===== config.mk =====
export PLATFORM = sky130hd
export DESIGN_NAME = gpp_port_pins
export DESIGN_NICKNAME = d
export VERILOG_FILES = /design/src/rtl/gpp_pkg.sv /design/src/rtl/gpp_port_pins.sv
export SDC_FILE = /design/constraint.sdc
export NUM_CORES = 1
export LEC_CHECK = 0
export BUFFER_PORTS_ARGS = -buffer_cell sky130_fd_sc_hd__buf_2
export CAP_MARGIN = 10
export CORE_MARGIN = 2
export CORE_UTILIZATION = 50
export CTS_CLUSTER_DIAMETER = 60
export DETAILED_ROUTE_END_ITERATION = 16
export PLACE_DENSITY = 0.78
export SETUP_SLACK_MARGIN = 0.02
export SLEW_MARGIN = 20
export SYNTH_ARGS = -nofsm -noshare
export SYNTH_HDL_FRONTEND = slang
export SYNTH_SLANG_ARGS = --single-unit

===== constraint.sdc =====
create_clock -name clk_sys -period 1.7 [get_ports clk_sys]
set_input_delay 0.17 -clock clk_sys [delete_from_list [all_inputs] [get_ports clk_sys]]
set_output_delay 0.17 -clock clk_sys [all_outputs]
set_load 0.1 [all_outputs]

===== src/rtl/gpp_pkg.sv =====
// Package of the parallel port pin block: register map, field positions, carriers.
// Assumes a 32-bit APB master and byte addresses within one 256-byte window.
package gpp_pkg;

   // ****************************************************************
   // Sizes
   // ****************************************************************
   localparam int GPP_PORT_W = 8;
   localparam int GPP_BIDIR_N = 4;
   localparam int GPP_SYNC_N = 6;
   localparam int GPP_SYNC_P2 = 4;
   localparam int GPP_SYNC_P6 = 5;

   // ****************************************************************
   // Register offsets
   // ****************************************************************
   localparam logic [7:0] GPP_BIDIR_STRIDE = 8'h10;
   localparam logic [7:0] GPP_OFS_DATA = 8'h00;
   localparam logic [7:0] GPP_OFS_DIR = 8'h04;
   localparam logic [7:0] GPP_OFS_PULL = 8'h08;
   localparam logic [7:0] GPP_P2_DATA = 8'h40;
   localparam logic [7:0] GPP_P2_PULL = 8'h44;
   localparam logic [7:0] GPP_P6_DATA = 8'h50;
   localparam logic [7:0] GPP_P6_DIR = 8'h54;
   localparam logic [7:0] GPP_P6_PULL = 8'h58;
   localparam logic [7:0] GPP_RTO_CTL = 8'h60;
   localparam logic [7:0] GPP_RTO_BUF = 8'h64;

   // ****************************************************************
   // Field positions
   // ****************************************************************
   localparam int GPP_RTO_LO_EN = 0;
   localparam int GPP_RTO_HI_EN = 1;
   localparam int GPP_RTO_WIDE = 2;
   localparam int GPP_NMI_BIT = 0;
   localparam int GPP_SCK_BIT = 5;
   localparam int GPP_P2_PULL_LSB = 2;
   localparam int GPP_P6_HI_LSB = 6;
   localparam logic [7:0] GPP_P2_PULL_MASK = 8'hFC;
   localparam logic [7:0] GPP_P6_OUT_MASK = 8'h0F;
   localparam logic [7:0] GPP_P6_BIDIR_MASK = 8'hC0;

   // ****************************************************************
   // Carriers
   // ****************************************************************
   typedef struct packed {
      logic [GPP_PORT_W-1:0] o;
      logic [GPP_PORT_W-1:0] oe;
      logic [GPP_PORT_W-1:0] pu;
   } gpp_pad_type;

   typedef struct packed {
      logic [GPP_BIDIR_N-1:0][GPP_PORT_W-1:0] lat;
      logic [GPP_BIDIR_N-1:0][GPP_PORT_W-1:0] dir;
      logic [GPP_BIDIR_N-1:0][GPP_PORT_W-1:0] pu_en;
      logic p2_pu;
      logic [GPP_PORT_W-1:0] p6_lat;
      logic [GPP_PORT_W-1:0] p6_dir;
      logic [GPP_PORT_W-1:0] p6_pu;
      logic [2:0] rto_ctl;
      logic [GPP_PORT_W-1:0] rto_buf;
      logic [GPP_SYNC_N-1:0][GPP_PORT_W-1:0] s1;
      logic [GPP_SYNC_N-1:0][GPP_PORT_W-1:0] s2;
      logic [GPP_SYNC_N-1:0][GPP_PORT_W-1:0] s3;
      logic [GPP_SYNC_N-1:0][GPP_PORT_W-1:0] flt;
      logic [31:0] rdata;
      logic ready;
      logic err;
      gpp_pad_type [GPP_BIDIR_N-1:0] bpad;
      gpp_pad_type p2pad;
      gpp_pad_type p6pad;
      logic nmi;
   } gpp_state_type;

endpackage


===== src/rtl/gpp_port_pins.sv =====
// Pin logic of the general-purpose parallel ports, reached over APB.
// Assumes pins arrive asynchronously, timer triggers and serial controls on clk_sys.
// Function
// - Every bit of ports zero, one, three, seven selects input or output.
// - Pull-up applies only when enabled by software and the pin is input.
// - Port zero real-time output loads as two nibbles or one byte.
// - Port two bit zero feeds the non-maskable interrupt; level stays readable.
// - One control enables pull-ups of port two bits two to seven together.
// - Port two bit five drives serial clock one when serial mode selects it.
// - Port six bits zero to three are outputs only, shared with address extension.
// - Port six bits six and seven choose direction, pull-up when input.
module gpp_port_pins
   import gpp_pkg::*;
(
   // Clock and reset
   input wire logic clk_sys,
   input wire logic rst_n,
   // APB slave
   input wire logic psel,
   input wire logic penable,
   input wire logic pwrite,
   input wire logic [31:0] paddr,
   input wire logic [31:0] pwdata,
   output logic [31:0] prdata,
   output logic pready,
   output logic pslverr,
   // Bidirectional ports: index 0 zero, 1 one, 2 three, 3 seven
   input wire logic [GPP_BIDIR_N-1:0][GPP_PORT_W-1:0] bidir_pin_in,
   output gpp_pad_type [GPP_BIDIR_N-1:0] bidir_pad,
   // Port two
   input wire logic [GPP_PORT_W-1:0] port_two_in,
   output gpp_pad_type port_two_pad,
   output logic nmi_level,
   // Port six
   input wire logic [GPP_PORT_W-1:0] port_six_in,
   output gpp_pad_type port_six_pad,
   // Alternate functions on clk_sys
   input wire logic serial_mode_ctl_ch_one,
   input wire logic serial_clock_ch_one,
   input wire logic addr_ext_sel,
   input wire logic [3:0] upper_address_ext,
   input wire logic rto_trig_lo,
   input wire logic rto_trig_hi
);

   // ****************************************************************
   // Helpers
   // ****************************************************************

   // Input bits show the pin, output bits show the latch
   function automatic logic [GPP_PORT_W-1:0] rd_mix(input logic [GPP_PORT_W-1:0] dir,
      input logic [GPP_PORT_W-1:0] lat, input logic [GPP_PORT_W-1:0] pin);
      rd_mix = (dir & lat) | (~dir & pin);
   endfunction

   // Zero-extend a port byte to a bus word
   function automatic logic [31:0] word(input logic [GPP_PORT_W-1:0] b);
      word = {{(32-GPP_PORT_W){1'b0}}, b};
   endfunction

   gpp_state_type st_q;
   gpp_state_type st_d;
   logic [7:0] a;
   logic [7:0] wb;
   logic setup;
   logic access;
   logic hit;
   logic [31:0] rd;
   logic sck_drive;
   logic [GPP_PORT_W-1:0] pin_raw [GPP_SYNC_N];

   assign a = paddr[7:0];
   assign wb = pwdata[GPP_PORT_W-1:0];
   assign setup = psel && !penable;
   assign access = psel && penable && st_q.ready;
   assign sck_drive = serial_mode_ctl_ch_one;

   // Raw pins gathered for one synchroniser loop
   always_comb
   begin
      for (int k = 0; k < GPP_BIDIR_N; k++)
      begin
         pin_raw[k] = bidir_pin_in[k];
      end
      pin_raw[GPP_SYNC_P2] = port_two_in;
      pin_raw[GPP_SYNC_P6] = port_six_in;
   end

   // ****************************************************************
   // Read decode
   // ****************************************************************

   // Address decode and read data; upper address bits must be zero
   always_comb
   begin
      hit = 1'b0;
      rd = '0;
      for (int k = 0; k < GPP_BIDIR_N; k++)
      begin
         if (a == 8'(k * GPP_BIDIR_STRIDE) + GPP_OFS_DATA)
         begin
            hit = 1'b1;
            rd = word(rd_mix(st_q.dir[k], st_q.lat[k], st_q.flt[k]));
         end
         if (a == 8'(k * GPP_BIDIR_STRIDE) + GPP_OFS_DIR)
         begin
            hit = 1'b1;
            rd = word(st_q.dir[k]);
         end
         if (a == 8'(k * GPP_BIDIR_STRIDE) + GPP_OFS_PULL)
         begin
            hit = 1'b1;
            rd = word(st_q.pu_en[k]);
         end
      end
      unique case (a)
         GPP_P2_DATA:
         begin
            hit = 1'b1;
            rd = word(st_q.flt[GPP_SYNC_P2]);
         end
         GPP_P2_PULL:
         begin
            hit = 1'b1;
            rd = {31'h0, st_q.p2_pu};
         end
         GPP_P6_DATA:
         begin
            hit = 1'b1;
            rd = word((st_q.p6_lat & GPP_P6_OUT_MASK)
               | (rd_mix(st_q.p6_dir, st_q.p6_lat, st_q.flt[GPP_SYNC_P6]) & GPP_P6_BIDIR_MASK));
         end
         GPP_P6_DIR:
         begin
            hit = 1'b1;
            rd = word(st_q.p6_dir);
         end
         GPP_P6_PULL:
         begin
            hit = 1'b1;
            rd = word(st_q.p6_pu);
         end
         GPP_RTO_CTL:
         begin
            hit = 1'b1;
            rd = {29'h0, st_q.rto_ctl};
         end
         GPP_RTO_BUF:
         begin
            hit = 1'b1;
            rd = word(st_q.rto_buf);
         end
         default:
         begin
         end
      endcase
      if (paddr[31:8] != 24'h0)
      begin
         hit = 1'b0;
         rd = '0;
      end
   end

   // ****************************************************************
   // Next state
   // ****************************************************************

   // Bus answer, register writes, real-time loads, synchronisers, pads
   always_comb
   begin
      st_d = st_q;
      // Zero-wait answer: ready rises in the access cycle, drops after
      st_d.ready = setup;
      st_d.err = setup && !hit;
      st_d.rdata = (setup && !pwrite) ? rd : '0;
      if (access && pwrite && !st_q.err)
      begin
         for (int k = 0; k < GPP_BIDIR_N; k++)
         begin
            if (a == 8'(k * GPP_BIDIR_STRIDE) + GPP_OFS_DATA)
               st_d.lat[k] = wb;
            if (a == 8'(k * GPP_BIDIR_STRIDE) + GPP_OFS_DIR)
               st_d.dir[k] = wb;
            if (a == 8'(k * GPP_BIDIR_STRIDE) + GPP_OFS_PULL)
               st_d.pu_en[k] = wb;
         end
         unique case (a)
            GPP_P2_PULL: st_d.p2_pu = wb[0];
            GPP_P6_DATA: st_d.p6_lat = wb & (GPP_P6_OUT_MASK | GPP_P6_BIDIR_MASK);
            GPP_P6_DIR: st_d.p6_dir = wb & GPP_P6_BIDIR_MASK;
            GPP_P6_PULL: st_d.p6_pu = wb & GPP_P6_BIDIR_MASK;
            GPP_RTO_CTL: st_d.rto_ctl = wb[2:0];
            GPP_RTO_BUF: st_d.rto_buf = wb;
            default:
            begin
            end
         endcase
      end
      // nibble or byte load
      // Trigger wins over a software write of the same cycle
      if (st_q.rto_ctl[GPP_RTO_WIDE])
      begin
         if (rto_trig_lo)
            st_d.lat[0] = st_q.rto_buf;
      end
      else
      begin
         if (rto_trig_lo && st_q.rto_ctl[GPP_RTO_LO_EN])
            st_d.lat[0][3:0] = st_q.rto_buf[3:0];
         if (rto_trig_hi && st_q.rto_ctl[GPP_RTO_HI_EN])
            st_d.lat[0][7:4] = st_q.rto_buf[7:4];
      end
      // Three stages; a change counts only when stages two and three agree
      for (int k = 0; k < GPP_SYNC_N; k++)
      begin
         st_d.s1[k] = pin_raw[k];
         st_d.s2[k] = st_q.s1[k];
         st_d.s3[k] = st_q.s2[k];
         for (int b = 0; b < GPP_PORT_W; b++)
         begin
            if (st_q.s2[k][b] == st_q.s3[k][b])
               st_d.flt[k][b] = st_q.s3[k][b];
         end
      end
      for (int k = 0; k < GPP_BIDIR_N; k++)
      begin
         st_d.bpad[k].o = st_q.lat[k];
         st_d.bpad[k].oe = st_q.dir[k];
         st_d.bpad[k].pu = st_q.pu_en[k] & ~st_q.dir[k];
      end
      st_d.p2pad.o = '0;
      st_d.p2pad.oe = '0;
      // group pull-up on bits two up
      st_d.p2pad.pu = st_q.p2_pu ? GPP_P2_PULL_MASK : '0;
      if (sck_drive)
      begin
         st_d.p2pad.o[GPP_SCK_BIT] = serial_clock_ch_one;
         st_d.p2pad.oe[GPP_SCK_BIT] = 1'b1;
         st_d.p2pad.pu[GPP_SCK_BIT] = 1'b0;
      end
      st_d.nmi = st_q.flt[GPP_SYNC_P2][GPP_NMI_BIT];
      st_d.p6pad.o = st_q.p6_lat;
      if (addr_ext_sel)
         st_d.p6pad.o[3:0] = upper_address_ext;
      st_d.p6pad.oe = GPP_P6_OUT_MASK | st_q.p6_dir;
      st_d.p6pad.pu = st_q.p6_pu & ~st_q.p6_dir;
   end

   // State register; unused port six bits four and five stay zero
   always_ff @(posedge clk_sys or negedge rst_n)
   begin
      if (!rst_n)
         st_q <= '0;
      else
         st_q <= st_d;
   end

   // ****************************************************************
   // Outputs
   // ****************************************************************

   // Every output taken straight from the state register
   assign prdata = st_q.rdata;
   assign pready = st_q.ready;
   assign pslverr = st_q.err;
   assign bidir_pad = st_q.bpad;
   assign port_two_pad = st_q.p2pad;
   assign port_six_pad = st_q.p6pad;
   assign nmi_level = st_q.nmi;

endmodule


==> results of run 1 <==
## where the power goes
part | switching (mW) | leakage [nW] | internal, mW
logic | 1.51 | 4.14 | 0.591
registers | 0.181 | 5.29 | 10.0
clock network | 3.85 | 0.714 | 5.65
## state kept, by name, indices dropped and copies added (netlist names)
register      cells
bidir_pad        96
nmi_level         1
port_six_pad     11
port_two_pad      4
prdata            8
pready            1
pslverr           1
st_d            153
st_q            133
## routing by layer
layer	vias to the layer above	track usage, %
li1	4644	-
met2	370	43.8
met4	0	7.81
met3	84	4.21
met1	5307	36.7
met5	-	0
## area by class of cell
| type | instances | area, um^2 |
|---|---|---|
| Fill cell | 2297 | 11300 |
| Clock inverter | 19 | 246 |
| Antenna cell | 3 | 7.51 |
| Multi-Input combinational cell | 604 | 4680 |
| Clock buffer | 58 | 1200 |
| Sequential cell | 408 | 10200 |
| Timing Repair Buffer | 470 | 3280 |
| Inverter | 9 | 33.8 |
| Tap cell | 402 | 503 |
## stage by stage
step           setup WS, ps  hold slack [ps]  instance area (um^2)
2_1_floorplan          -227             -126                 16200
3_3_place_gp           -392              132                 17900
3_5_place_dp           -386              137                 17900
4_1_cts                -108             90.9                 20100
5_1_grt                -153              127                 20200
6_report               -114              110                 20200
## path summary, 6_finish.rpt
kind                       cells after the start                      to  slack [ps]
setup reg to reg                               8   st_q[416]$_DFFE_PN0P_        -110
setup / recovery                               8   st_q[416]$_DFFE_PN0P_        -110
hold / removal                                 3      st_d[70]$_DFF_PN0_         110
hold reg to reg                                0     st_d[261]$_DFF_PN0_         350
min in group asynchronous                      2  bidir_pad[4]$_DFF_PN0_         160
max in group asynchronous                      3     prdata[3]$_DFF_PN0_         750
## placed cells by master (no fill, tap or decap), drive strengths merged, types with 6 or more instances in the layout
cell / netlist / routed
o22ai: 13 / 13
dlygate4sd3: 0 / 55
a32oi: 8 / 8
nor3: 10 / 10
a21oi: 46 / 46
o21ai: 38 / 38
nor4: 10 / 10
dfrtp: 408 / 408
clkinv: 1 / 7
nand2: 43 / 43
maj3: 42 / 42
buf: 191 / 415
nor2: 47 / 47
nor2b: 38 / 38
clkbuf: 29 / 58
inv: 8 / 16
conb: 2 / 51
mux2: 117 / 117
nand3: 15 / 15
a31oi: 6 / 6
nand2b: 9 / 9
mux2i: 27 / 27
## what timing repair did
item                       in CTS  in global routing
gates cloned                    0                  0
setup endpoints to repair     106                110
hold endpoints to repair      271                  0
setup buffers                   1                  0
hold buffers                   55                  0
pin swaps                      30                 13
gates resized for setup        49                 20
## tightest hold or removal path, cell delays in order
cell and delay (ps):
buf_2 90, a21oi_1 180, a21oi_1 160
## kinds of logic after synthesis
logic type,share of synthesized area (%)
and+or+nand+nor,6.93
muxes,9.96
adders and majority gates,2.64
buffers and inverters,9.74
DFF,64.1
other,0.0471
AOI/OAI and AO/OA,6.61
==> summary.md, run 1 <==
| Metric | Value |
|---|---|
| Setup Skew | 17.1 ps |
| RSZ-0062 raised after global routing | true |
| Clock buffer depth | 3 |
| Drt pass-1 iters | 4 |
| Pwr/cell area | roughly 1100 mW/mm^2 |
| CP peak stage delay | about 500 ps |
| Dpl hpwl | slightly above 30 mm |
| CTS tree | yes |
| Synth area leaders | dfrtp_1 (64%), buf_4 (8.3%), mux2_2 (8.1%) |
| Core Util, Final | between 60% and 70% |
| Peak supply drop | approximately 0.86 mV |
| Final Wtd Congestion | around 0.96 |
| Slew @ Worst Pin | 608 ps |
| Row count | 65 |
| Hold WC Path Type | input pin to flop |
| Final non-filler cell total | between 1.5k and 2k |
| Synthesized area | roughly 0.016 mm^2 |
| Routed length per instance | between 20 and 25 um |
| Fin crit period | around 1800 ps |
| Yosys top cell area share | 64.1% |
| Die Span Y | between 150 and 200 um |
| Hold_sp | rto_trig_lo |
| Crit. Startpoint | pslverr$_DFF_PN0_ |
| Count of cell types in the netlist | 71 |
| H-tree depth | 2 |
| Vias in the first global route | roughly 11k |
| Final setup fails | 87 |
| Core region area | around 0.031 mm^2 |
| GR Util All Layers | about a quarter |
| Failing checks | negative setup slack |
| Synth Flop Type | dfrtp_1 |
| Top Layer Used | met4 |
| Die Area | about 0.033 mm^2 |
| Metal1 wirelength | 18.6 mm |
| Clk sink count | a little over 400 |
| Crit end category | flop |
| First-pass GRT wire length | about 66 mm |
| Clk root buf | clkbuf_16 |
| Detailed Route WL | between 40 and 50 mm |
| FF+latch count, synth | 408 |
| Clk slew on worst S/H paths | around 60 ps |
| Worst path cell trace | nor2b_4 > nand4_1 > buf_6 > nor2_4 > buf_6 > nand2_4 > buf_6 > mux2_2 |
| Slowest CP cell | dfrtp_4 |
| Vias | between 10k and 15k |
| Leak pwr | roughly 10 nW |
| Crit path max fanout | 5 |
| EDFF count, synth | 0 |
| Die span in x | 183 um |
| Initial antenna violation count | 3 |
| Antenna Violating Nets Remaining | 0 |
| Total power draw | 21.8 mW |
| Synth area leader | dfrtp_1 |
| Crit Path Category | flop to flop |
| Synth top cells by count | dfrtp_1 (408), buf_4 (177), mux2_2 (115) |
| Ports | approximately 310 |
| Pins Over Slew Limit | 0 |
| PortBufs | 224 |
| Hold Vio Cnt, Final | 0 |
| Initial DRC Count | roughly 710 |
| WL met2 | 21.2 mm |
| Worst-skew pair later-pin latency | between 500 and 600 ps |
| Most common cell in the netlist | dfrtp_1 |
| Slew headroom | roughly three fifths |
| Crit start category | flop |
| Sequential-to-total area share from yosys stat | about 64% |
| DR WL met3 | approximately 2.5 mm |
| Routed vias/inst | about 5.3 |
| Share of cells above drive strength 1 | 41.8% |
| DRC viols | 0 |
| Post-synthesis cell count | 1192 |
| Net total in the final layout | roughly 1.7k |
| Crit path max-delay family | flip-flops |
| Crit Reg-Reg Startpoint | pslverr$_DFF_PN0_ |
| Largest net degree at the start of global routing | 67 |
| CP required | 2110 ps |
| F_max | around 550 MHz |
| Worst Path Buf+Inv | 3 |
| Ys async rst share | 100% |
| Crit path arrival time | 2230 ps |
| Layout area overhead | 26.6% |
| Placed cells | between 1.5k and 2k |
| Starting Density | 50.6% |
| Final setup margin | -114 ps |
| Status | finished with violations |
| Crit-path most repeated cell | buf_6 |
| Fin crit share | 107% |
| Num CTS Buffers | 43 |
| Setup TNS | -4920 ps |
| Syn Area/Cell | 13.4 um^2 |
| GRT Residual Overflow | 0 |
| Ys Warns | 0 |
| Max_cap viols | 0 |
Power figures use the tool's default switching activity.
==> inputs of run 2 (changes only) <==
- SKIP_CTS_REPAIR_TIMING: unset -> 1
- clock period: 1.7 -> 1.65 ns (I/O delays scaled with it)
==> summary.md, run 2 (same netlist as run 1, synthesis figures left out) <==
| Metric | Value |
|---|---|
| Status | finished with violations |
| Failing checks | negative hold slack, negative setup slack |
| GRT Residual Overflow | 0 |
| Initial DRC Count | 632 |
| Num CTS Buffers | 43 |
| Hold Vio Cnt, Final | 2 |
| Setup TNS | -9350 ps |
| Antenna Violating Nets Remaining | 0 |
| Fin Hold WS | -10.2 ps |
| Max reg flops | around 150 |
| Starting Density | 50.6% |
| Final setup margin | -172 ps |
| H-tree depth | 2 |
| First-pass GRT wire length | approximately 64 mm |
| GR Util All Layers | about a quarter |
| Fin crit share | 110% |
| Core region area | between 0.03 and 0.04 mm^2 |
| Worst Path Buf+Inv | 2 |
| Most common cell after layout, fill and taps aside | dfrtp_1 |
| Share of cells above drive strength 1 | approximately 43% |
| Leak pwr | slightly above 10 nW |
| Crit path arrival time | roughly 2200 ps |
| Slew @ Worst Pin | ~600 ps |
| Fin crit period | 1820 ps |
| Detailed Route WL | between 40 and 50 mm |
| Total power draw | approximately 22 mW |
| Layout area overhead | 26.7% |
| CP peak stage delay | just under 500 ps |
| Hold WC Path Type | input pin to flop |
| Commonest cells after routing, fill and taps aside | dfrtp_1 (403), buf_2 (223), buf_4 (168) |
| Pwr/cell area | around 1100 mW/mm^2 |
| Hold depth | 3 |
| Clk sink count | roughly 400 |
| Worst r2r path cells | 7 |
| Vias in the first global route | between 10k and 15k |
| Worst path cell trace | nor2b_4 > nand4_1 > buf_6 > nor2_4 > nand2_1 > buf_4 > mux2_2 |
| Routed vias/inst | approximately 5.3 |
| Crit path max-delay family | simple AND/OR/NAND/NOR gates |
| F_max | ~550 MHz |
| Setup Skew | 11.8 ps |
| Pre-CTS WS | -424 ps |
| Worst-skew pair later-pin latency | 530 ps |
| Clk root buf | clkbuf_16 |
| PortBufs | 224 |
| Ports | around 310 |
| CP required | between 2000 and 2500 ps |
| Crit end category | flop |
| Final Wtd Congestion | 0.946 |
| Clk slew on worst S/H paths | 60 ps |
| Net total in the final layout | approximately 1.7k |
| Final setup fails | 100 |
| Die Span Y | 183 um |
| Fin area | a little over 0.02 mm^2 |
| CTS tree | yes |
| Clock buffer depth | 3 |
| DRC viols | 0 |
| Die span in x | 183 um |
| Max_cap viols | 0 |
| RSZ-0062 raised after global routing | true |
| Crit path depth | 7 |
| Vias | roughly 10k |
| Dpl hpwl | approximately 31 mm |
| Row count | 65 |
| Crit start category | flop |
| Drt pass-1 iters | 5 |
| Slowest CP cell | dfrtp_4 |
| Routed length per instance | between 20 and 25 um |
| Fillcell total | 2355 |
| Die Area | ~0.033 mm^2 |
| Seq. cell area | 0.0102 mm^2 |
| Peak supply drop | between 0.8 and 0.9 mV |
| Pins Over Slew Limit | 0 |
| Placed cell areas | ~0.018 mm^2 |
| Multi-input gate area | 0.00471 mm^2 |
| Slew headroom | between 50 and 60% |
| Crit path max fanout | 6 |
| Initial antenna violation count | 2 |
| Crit Path Category | flop to flop |
| Largest net degree at the start of global routing | 77 |
[run 2: changes by cell type in the layout (fill, tap and decap cells not counted), sizes merged]
cell,change
clkinv,+2
clkbuf,+1
clkinvlp,+2
dlygate4sd3,-1
diode,-1
inv,-3
bufinv,-2
[run 2: per-stage QoR]
| step | utilization [%] | std cells |
|---|---|---|
| floorplan | - | 1241 |
| global placement | 56.7 | 1835 |
| detailed placement | 56.7 | 1835 |
| CTS | 61.3 | 1912 |
| global route | 64.1 | 1970 |
| finish | 64.1 | 1971 |
[run 2: final timing paths]
| path | from | to | slack [ps] |
|---|---|---|---|
| max in group asynchronous | rst_n | st_d[246]$_DFF_PN0_ | 690 |
| hold / removal | penable | pready$_DFF_PN0_ | -10 |
| hold reg to reg | st_d[286]$_DFF_PN0_ | st_d[238]$_DFF_PN0_ | 350 |
| setup / recovery | pslverr$_DFF_PN0_ | st_d[110]$_DFFE_PN0P_ | -170 |
| min in group asynchronous | rst_n | bidir_pad[91]$_DFF_PN0_ | 160 |
| setup reg to reg | pslverr$_DFF_PN0_ | st_d[110]$_DFFE_PN0P_ | -170 |
[run 2: tightest hold or removal path, stage by stage]
cell	delay (ps)
buf_2	110
nand2b_1	150
inv_1	60
[run 2: power breakdown]
part | total (mW) | switching (mW) | leakage, nW | internal [mW]
Combinational | 2.15 | 1.55 | 4.19 | 0.607
Clock | 9.59 | 3.95 | 0.698 | 5.64
Sequential | 10.5 | 0.200 | 5.29 | 10.3
Total | 22.3 | 5.70 | 10.2 | 16.6
[run 2: cell type report]
| class | instances | share of cell area, % |
|---|---|---|
| diodes | 2 | 0.0248 |
| clock buffers | 59 | 6.14 |
| clock inverters | 18 | 0.936 |
| inverters | 9 | 0.167 |
| multi-input cells | 604 | 23.3 |
| flip-flops and latches | 408 | 50.6 |
| well taps | 402 | 2.49 |
| repair buffers | 469 | 16.3 |
[run 2: per-layer routing]
layer	part of all wire (%)	GRT usage, %	vias to the layer above
met1	43	36.0	5263
met4	3.3	9.19	0
li1	-	-	4612
met2	48	40.7	392
met5	0	0	-
met3	5.8	4.41	87
